`config.mk`:
```
export PLATFORM = sky130hd
export DESIGN_NAME = dxs_strobes
export DESIGN_NICKNAME = d
export VERILOG_FILES = /design/src/dxs_pkg.sv /design/src/dxs_strobes.sv /design/src/dxs_lanes.sv
export SDC_FILE = /design/constraint.sdc
export NUM_CORES = 1
export LEC_CHECK = 0
export BUFFER_PORTS_ARGS = -buffer_cell sky130_fd_sc_hd__buf_2
export CELL_PAD_IN_SITES_DETAIL_PLACEMENT = 2
export CELL_PAD_IN_SITES_GLOBAL_PLACEMENT = 2
export CORE_ASPECT_RATIO = 0.6
export CORE_MARGIN = 3
export CORE_UTILIZATION = 30
export DETAILED_ROUTE_END_ITERATION = 10
export PLACE_DENSITY_LB_ADDON = 0.1
export SLEW_MARGIN = 20
export SYNTH_ARGS = -nofsm -noshare
export SYNTH_HDL_FRONTEND = slang
export SYNTH_SLANG_ARGS = --single-unit
```
`constraint.sdc`:
```
create_clock -name ref_clk -period 1.38 [get_ports ref_clk]
set_input_delay 0.276 -clock ref_clk [delete_from_list [all_inputs] [get_ports ref_clk]]
set_output_delay 0.276 -clock ref_clk [all_outputs]
set_load 0.005 [all_outputs]
```
`src/dxs_pkg.sv`:
```
package dxs_pkg;

  // Address space being accessed
  typedef enum logic [2:0] {
    DXS_SP_IDLE = 3'b001,
    DXS_SP_DRAM = 3'b010,
    DXS_SP_EXT = 3'b100
  } dxs_space_t;

  // Parity enable field encodings, and the area number checked under DXS_PAR_AREA2
  localparam logic [1:0] DXS_PAR_OFF = 2'h0;
  localparam logic [1:0] DXS_PAR_DRAM = 2'h1;
  localparam logic [1:0] DXS_PAR_AREA2 = 2'h2;
  localparam logic [2:0] DXS_PAR_AREA = 3'h2;

  // Reset values
  localparam logic [7:0] DXS_SEL_IDLE = 8'h00ff;
  localparam logic [21:0] DXS_ADDR_RST = 22'h00_0000;

  // Access request from the bus state controller
  typedef struct packed {
    dxs_space_t space;
    logic wide;       // 16-bit space
    logic upper;      // Upper byte touched
    logic lower;      // Lower byte touched
    logic write;
    logic two_we;     // DRAM 2-WE system, or ext WR/UPPER_LANE_SELECT/LOWER_LANE_SELECT system
    logic [2:0] area;
    logic col_phase;  // DRAM column phase
    logic [21:0] addr;
    logic [15:0] wdata;
  } dxs_req_t;

  // Pin outputs
  typedef struct packed {
    logic row_strobe_n;
    logic upper_col_strobe_n;
    logic lower_col_strobe_n;
    logic [7:0] area_selects_n;
    logic rd_n;
    logic upper_write_strobe_n;
    logic lower_write_strobe_n;
    logic upper_lane_select_n;
    logic lower_lane_select_n;
    logic addr_hold_out_n;
    logic [21:0] addr;
    logic [15:0] data_o;
    logic [1:0] data_oe;
    logic upper_parity_pin_o;
    logic lower_parity_pin_o;
    logic [1:0] parity_oe;
  } dxs_pins_t;

endpackage : dxs_pkg

```
`src/dxs_strobes.sv`:
```
`timescale 1ns/1ps
// Summary of operation
// - Row strobe low while the DRAM row address is driven.
// - 8-bit DRAM access uses the lower column strobe as the column strobe.
// - 16-bit DRAM upper byte access asserts upper column strobe on column (lower column strobe in a 2-WE system).
// - 16-bit DRAM lower byte access asserts lower column strobe on column.
// - DRAM parity selected: parity pins follow their byte lanes, others float.
// - Area 2 parity selected: parity pins used for area 2 external accesses.
// - External access drives low only the accessed area's chip select.
// - External access holds all other chip selects high.
// - Upper write strobe or lower lane select unused in 8-bit space.
module dxs_strobes (
  input wire logic ref_clk,
  input wire logic resetn,
  input wire logic clk_en,
  input wire dxs_pkg::dxs_req_t req,
  input wire logic [1:0] parity_enable_field,
  output dxs_pkg::dxs_pins_t pins
);

  typedef struct packed {
    dxs_pkg::dxs_pins_t pins;
  } dxs_state_t;

  localparam dxs_state_t DXS_RST = '{pins: '{
    row_strobe_n: 1'b1,
    upper_col_strobe_n: 1'b1,
    lower_col_strobe_n: 1'b1,
    area_selects_n: dxs_pkg::DXS_SEL_IDLE,
    rd_n: 1'b1,
    upper_write_strobe_n: 1'b1,
    lower_write_strobe_n: 1'b1,
    upper_lane_select_n: 1'b1,
    lower_lane_select_n: 1'b1,
    addr_hold_out_n: 1'b0,
    addr: dxs_pkg::DXS_ADDR_RST,
    data_o: 16'h0000,
    data_oe: 2'h0,
    upper_parity_pin_o: 1'b0,
    lower_parity_pin_o: 1'b0,
    parity_oe: 2'h0}};

  dxs_state_t state_r;
  dxs_state_t state_nxt;
  logic [1:0] lane_on;
  logic [1:0] par_on;
  logic [1:0] par_bits;

  dxs_lanes u_lanes (
    .req(req),
    .parity_enable_field(parity_enable_field),
    .lane_on(lane_on),
    .par_on(par_on),
    .par_bits(par_bits)
  );

  // One-hot chip select, active low
  function automatic logic [7:0] dxs_sel_n(input logic [2:0] area);
    dxs_sel_n = ~(8'h01 << area);
  endfunction : dxs_sel_n

  // Next pin state from the current request
  always_comb begin
    state_nxt = DXS_RST; // Idle: all strobes high
    state_nxt.pins.addr = req.addr;
    unique case (req.space)
      dxs_pkg::DXS_SP_DRAM: begin
        state_nxt.pins.row_strobe_n = 1'b0;
        state_nxt.pins.rd_n = req.write;
        if (req.col_phase) begin
          if (!req.wide) begin
            state_nxt.pins.lower_col_strobe_n = 1'b0;
          end else if (req.two_we) begin
            state_nxt.pins.lower_col_strobe_n = 1'b0;
          end else begin
            state_nxt.pins.upper_col_strobe_n = ~req.upper;
            state_nxt.pins.lower_col_strobe_n = ~req.lower;
          end
        end
        // Area 1 select low except where it carries the upper column strobe
        if (!req.wide || req.two_we) begin
          state_nxt.pins.area_selects_n[1] = 1'b0;
        end else begin
          state_nxt.pins.area_selects_n[1] =
            state_nxt.pins.upper_col_strobe_n;
        end
        if (req.write) begin
          if (req.wide && req.two_we) begin
            state_nxt.pins.upper_write_strobe_n = ~req.upper;
            state_nxt.pins.lower_write_strobe_n = ~req.lower;
          end else begin
            state_nxt.pins.lower_write_strobe_n = 1'b0;
          end
        end
      end
      dxs_pkg::DXS_SP_EXT: begin
        state_nxt.pins.area_selects_n = dxs_sel_n(req.area);
        state_nxt.pins.rd_n = req.write;
        if (!req.wide) begin
          // Only the common write strobe in 8-bit space
          state_nxt.pins.lower_write_strobe_n = ~req.write;
        end else if (req.two_we) begin
          state_nxt.pins.lower_write_strobe_n = ~req.write;
          state_nxt.pins.upper_lane_select_n = ~req.upper;
          state_nxt.pins.lower_lane_select_n = ~req.lower;
          state_nxt.pins.addr[0] = ~req.upper; // Pin carries lane select
        end else if (req.write) begin
          state_nxt.pins.upper_write_strobe_n = ~req.upper;
          state_nxt.pins.lower_write_strobe_n = ~req.lower;
        end
      end
      default: begin
      end
    endcase
    // Data lanes and parity pins
    if (req.space != dxs_pkg::DXS_SP_IDLE) begin
      state_nxt.pins.data_o = req.wdata;
      state_nxt.pins.data_oe = req.write ? lane_on : 2'h0;
      state_nxt.pins.upper_parity_pin_o = par_bits[1];
      state_nxt.pins.lower_parity_pin_o = par_bits[0];
      state_nxt.pins.parity_oe = req.write ? par_on : 2'h0;
    end
  end

  // Registered pins, frozen while clk_en is low
  always_ff @(posedge ref_clk or negedge resetn) begin
    if (!resetn) begin
      state_r <= DXS_RST;
    end else if (clk_en) begin
      state_r <= state_nxt;
    end
  end

  assign pins = state_r.pins;

endmodule : dxs_strobes

```
`src/dxs_lanes.sv`:
```
`timescale 1ns/1ps
// Works out lane usage and parity pins for one access
module dxs_lanes (
  input wire dxs_pkg::dxs_req_t req,
  input wire logic [1:0] parity_enable_field,
  output logic [1:0] lane_on,
  output logic [1:0] par_on,
  output logic [1:0] par_bits
);
  logic par_sel;

  // 8-bit space uses only the lower lane
  assign lane_on = req.wide ? {req.upper, req.lower} : 2'h1;

  // Parity pins follow their lanes when checking is selected
  always_comb begin
    par_sel = 1'b0;
    unique case (req.space)
      dxs_pkg::DXS_SP_DRAM:
        par_sel = (parity_enable_field == dxs_pkg::DXS_PAR_DRAM);
      dxs_pkg::DXS_SP_EXT:
        par_sel = (parity_enable_field == dxs_pkg::DXS_PAR_AREA2) &&
                  (req.area == dxs_pkg::DXS_PAR_AREA);
      default: par_sel = 1'b0;
    endcase
  end

  assign par_on = par_sel ? lane_on : 2'h0;
  // Odd parity per byte lane
  assign par_bits = {~^req.wdata[15:8], ~^req.wdata[7:0]};

endmodule : dxs_lanes

```
==> out/metrics.yaml, run 1 <==
outcome: "finished clean"
areaGrowthSynthToFinish_pct: 42.1
critPathBufInv: 1
rsz0062_at_grt: "no"
antenna_cells: 0
postCtsSetupRepairBufs: 0
switchingPower_w: 0.00117
vias: 2137
rr_endpoint: "pins[47]"
crit_family: "flip-flops"
yosysSeqAreaShare: 0.599
r2r_setup_slack_ps: 580
ctsResizeCount: 0
port_buffers: 114
p_per_area_nw_per_um2: 1310
synth.distinct_cells: 30
seq_power_share: 0.421
avgSynthCellArea_sq_um: 12.1
syn_inst: 210
clock_latency_ps: 330
antenna_found_initial: 0
track_usage: 0.181
end_kind: "primary output"
nets: 393
dp_hpwl_mm: 6.20
worstSetupPathType: "reg2out"
sw_frac_of_total: 0.246
grt_pass1_wl_mm: 13.6
cts.sinks: 60
finalClockSkew_ps: 0
holdBufCountCts: 1
drive_above_1_share: 0.526
wl_per_cell_um: 18.2
clkPwrFrac: 0.432
grt-ovfl-total: 0
firstDrtPassIters: 4
cp_max_fo: 2
synth.net_count: 265
rr_startpoint: "pins[47]"
start_util: 0.316
ctsLongestPathBuffers: 2
combPwrFrac: 0.147
r2r_cells: 2
syn_area_sq_um: 2540
place_congestion: 0.732
holdWs_ps: 134
hold_path_class: "in2reg"
dieArea_sq_um: 9650
h-tree-depth: 3
numCtsBuffers: 9
wl_mm: 8.18
grt_pass1_vias: 2506
power.total_w: 0.00474
clkTransAtPathRegs_ps: 50
fin_crit_sh: 0.916
finalCriticalPeriod_ps: 1260
finalHoldViolations: 0
hold_depth: 2
ir_drop_uv: 615
cp_num_cells: 1
required_ps: 1100
boundaryPins: 116
synth-seq-cells: 60
cpMaxStageDelayCell: "dfstp_2"
slowest_delay_ps: 540
yosysWarningCount: 0
grt_max_degree: 29
die-height_um: 77.3
min_to: "pins[45]"
crit_arrival_ps: 990
timing.fmax_mhz: 791
setup-violations-final: 0
worstHoldStart: "req[44]"
slew_violations: 0
core_area_sq_um: 8040
start_kind: "register"
drc: 0
drt_iter0_markers: 58
p_leak_nw: 1.69
cp_cell_sequence: "buf_2"
cts_tree: "done"
rows: 25
power.internal_w: 0.00357
drv_cap: 0
detail-route-antenna-nets: 0
die_x_um: 125
cts_root_buf: "clkbuf_16"
vias_per_cell: 4.75
largest_register_ffs: 60
-- logic make-up (layout without fill, tap and decap cells) --
| family | after synthesis | count (layout) | synth area share |
|---|---|---|---|
| XOR/XNOR | 14 | 14 | 0.0483 |
| multiplexers | 22 | 22 | 0.0970 |
| other | 1 | 1 | 0.00148 |
| flip-flops | 60 | 60 | 0.599 |
| AND/OR/NAND/NOR | 51 | 51 | 0.0985 |
| buffers and inverters | 17 | 149 | 0.0290 |
| AO/OA/AOI/OAI | 45 | 45 | 0.127 |
-- cells in the mapped netlist, drive strengths merged --
library cell | n | area [sq um]
o2bb2ai | 2 | 17.5
nand2 | 6 | 22.5
a22o | 18 | 158
nor4 | 2 | 12.5
xnor2 | 14 | 123
nor2 | 25 | 96.4
o22ai | 1 | 6.26
or3b | 1 | 11.3
dfstp | 16 | 420
nand3 | 2 | 10.0
o311a | 1 | 10.0
inv | 6 | 22.5
o32a | 2 | 20.0
dfrtp | 44 | 1100
buf | 8 | 40.0
a31oi | 5 | 31.3
or2b | 2 | 15.0
nor3b | 2 | 15.0
clkbuf | 3 | 11.3
o21ai | 4 | 20.0
nor3 | 5 | 30.0
nand2b | 6 | 37.5
conb | 1 | 3.75
a21oi | 12 | 60.1
mux2 | 21 | 236
mux2i | 1 | 10.0
-- power by group through the flow --
stage	registers, W	clock network [W]	logic (W)
floorplan	0.00203	0	0.000287
global placement	0.00201	0	0.000682
detailed placement	0.00202	0	0.000707
CTS	0.00200	0.00212	0.000716
global route	0.00201	0.00221	0.000771
finish	0.00199	0.00205	0.000696
-- cell type report --
cell class	instances	area, sq um
Fill cell	849	4430
Sequential cell	60	1520
Multi-Input combinational cell	133	946
Timing Repair Buffer	128	716
Clock buffer	13	260
Tap cell	108	135
Inverter	6	22.5
Clock inverter	2	10.0
-- stage by stage --
stage          instance area [sq um]  TNS [ps]  worst slack (ps)  utilization  std cells
6_report                        3610         0               115        0.449        450
4_1_cts                         3610         0               102        0.449        450
3_5_place_dp                    3330      -160             -67.1        0.414        434
3_3_place_gp                    3330     -36.3             -36.3        0.414        434
2_1_floorplan                   2540         0               120            -        210
5_1_grt                         3610         0              90.7        0.449        450
-- worst max path at each step --
stage / end / slack, ps / start
global placement: pins[59] / -40 / req[48]
CTS: pins[50] / 100 / pins[50]
global route: pins[50] / 90 / pins[50]
detailed placement: pins[59] / -70 / req[48]
floorplan: pins[16] / 120 / clk_en
finish: pins[50] / 120 / pins[50]
-- per-layer routing --
metal	track usage	part of all wire	vias to the layer above
li1	-	-	999
met1	0.219	0.44	1070
met2	0.310	0.50	55
met3	0.0529	0.046	13
met4	0.0617	0.015	0
met5	0	0	-
-- placed cells by master, fill, tap and decap left out, drive strengths merged --
cell type / instances
nand2b: 6
nor3b: 2
conb: 1
o311a: 1
or3b: 1
buf: 127
xnor2: 14
a22o: 18
clkbuf: 13
nor4: 2
clkinv: 2
nand3: 2
a21oi: 12
nand2: 6
dfstp: 16
nor3: 5
o32a: 2
o21ai: 4
dlygate4sd3: 1
mux2: 21
a31oi: 5
nor2: 25
or2b: 2
inv: 6
o22ai: 1
mux2i: 1
dfrtp: 44
o2bb2ai: 2
No activity file was read; power rests on OpenSTA's default activity.
==> inputs of run 2 (changes only) <==
Settings changed: PLACE_DENSITY_LB_ADDON 0.1 to 0.2.
==> run 2 against run 1 <==
Effect of this change:
- die area stayed put
- critical path depth stayed put
- power is 3.4% higher
- sequential share of layout area is 0.40 points lower
- flip-flop and latch count stayed put
- highest routed layer unchanged
==> out/metrics.yaml, run 2 (synthesis gave the netlist of run 1 again) <==
seq_power_share: 0.407
switchingPower_w: 0.00118
setup-violations-final: 0
cp_max_fo: 2
cp_cell_sequence: "buf_2"
dieArea_sq_um: 9650
clkTransAtPathRegs_ps: 50
drv_cap: 0
areaGrowthSynthToFinish_pct: 43.5
critPathBufInv: 1
h-tree-depth: 3
detail-route-antenna-nets: 0
worstSetupPathType: "reg2out"
nets: 395
ctsLongestPathBuffers: 2
grt-ovfl-total: 0
combPwrFrac: 0.139
final_cell_mix: "114 x buf_2, 44 x dfrtp_1, 24 x nor2_1"
slowest_delay_ps: 540
fillers: 851
vias_per_cell: 4.71
drt_iter0_markers: 57
timing.fmax_mhz: 789
finalClockSkew_ps: 0
end_kind: "primary output"
grt_pass1_vias: 2365
sw_frac_of_total: 0.242
cts.sinks: 60
required_ps: 1100
cts_root_buf: "clkbuf_16"
slew_violations: 0
grt_pass1_wl_mm: 12.6
boundaryPins: 116
finalCriticalPeriod_ps: 1270
place_congestion: 0.783
power.internal_w: 0.00372
fin_crit_sh: 0.918
start_util: 0.316
start_kind: "register"
crit_arrival_ps: 990
antenna_cells: 0
wl_per_cell_um: 16.9
rsz0062_at_grt: "no"
cpMaxStageDelayCell: "dfstp_2"
hold_path_class: "in2reg"
ir_drop_uv: 491
clkPwrFrac: 0.453
crit_family: "flip-flops"
outcome: "finished clean"
finalHoldViolations: 0
firstDrtPassIters: 4
core_area_sq_um: 8040
wl_mm: 7.64
rows: 25
antenna_found_initial: 0
drive_above_1_share: 0.536
cts_tree: "done"
largest_register_ffs: 60
vias: 2132
postCtsSetupRepairBufs: 0
port_buffers: 114
power.total_w: 0.00490
grt_max_degree: 61
clock_latency_ps: 320
numCtsBuffers: 9
ctsResizeCount: 0
track_usage: 0.165
drc: 0
die-height_um: 77.3
final_common_cell: "buf_2"
p_leak_nw: 1.71
die_x_um: 125
p_per_area_nw_per_um2: 1340
final_core_util: 0.454
dp_hpwl_mm: 5.73
## run 2: cell count changes in the layout (fill, tap and decap cells not counted)
cell / previous run / this run
clkbuf_8: 2 / 1
clkbuf_1: 2 / 0
clkinvlp_4: 0 / 2
clkinv_4: 0 / 1
bufinv_16: 0 / 1
buf_4: 10 / 13
buf_12: 3 / 2
## run 2: path summary, 6_finish.rpt
path | cells after the start | endpoint | slack [ps] | from
max | 1 | pins[48] | 110 | pins[48]
min | 2 | pins[45] | 140 | req[44]
max reg2reg | 2 | pins[47] | 530 | pins[47]
min reg2reg | 1 | pins[0] | 490 | pins[0]
max in group asynchronous | 3 | pins[54] | 550 | resetn
min in group asynchronous | 3 | pins[22] | 510 | resetn
## run 2: what timing repair did
action,CTS,global route
hold endpoints to repair,44,0
hold buffers,1,0
endpoints found under the setup margin,0,0
## run 2: power by group through the flow
stage               clock, W  combinational [W]  sequential, W
finish               0.00222           0.000683        0.00200
global route         0.00239           0.000759        0.00202
CTS                  0.00230           0.000700        0.00200
detailed placement         0           0.000693        0.00202
global placement           0           0.000672        0.00202
floorplan                  0           0.000287        0.00203
## run 2: layout make-up
type,instances,area (sq um),area share
repair buffers,130,718,0.197
multi-input cells,133,946,0.259
clock buffers,10,239,0.0655
clock inverters,6,63.8,0.0175
well taps,108,135,0.0371
flip-flops and latches,60,1520,0.417
inverters,6,22.5,0.00618
## run 2: worst reg2reg max path, delay by kind of cell (launching register included)
kind,cells,cell delay [ps]
AND/OR/NAND/NOR,1,40
flip-flops,1,530
AO/OA/AOI/OAI,1,190
## run 2: per-layer routing
metal,track usage,vias up,wire [um]
li1,-,1002,-
met1,0.218,1043,3680
met2,0.259,81,3410
met3,0.0633,6,508
met4,0.0357,0,46
met5,0,-,0
## run 2: per-stage QoR
step / hold slack, ps / std cells / setup WS [ps] / instance area [sq um] / TNS, ps
2_1_floorplan: -19.6 / 210 / 120 / 2540 / 0
3_3_place_gp: 311 / 436 / 20.3 / 3330 / 0
3_5_place_dp: 315 / 436 / -33.5 / 3330 / -67.5
4_1_cts: 124 / 453 / 97.5 / 3650 / 0
5_1_grt: 136 / 453 / 78.4 / 3650 / 0
6_report: 141 / 453 / 113 / 3650 / 0
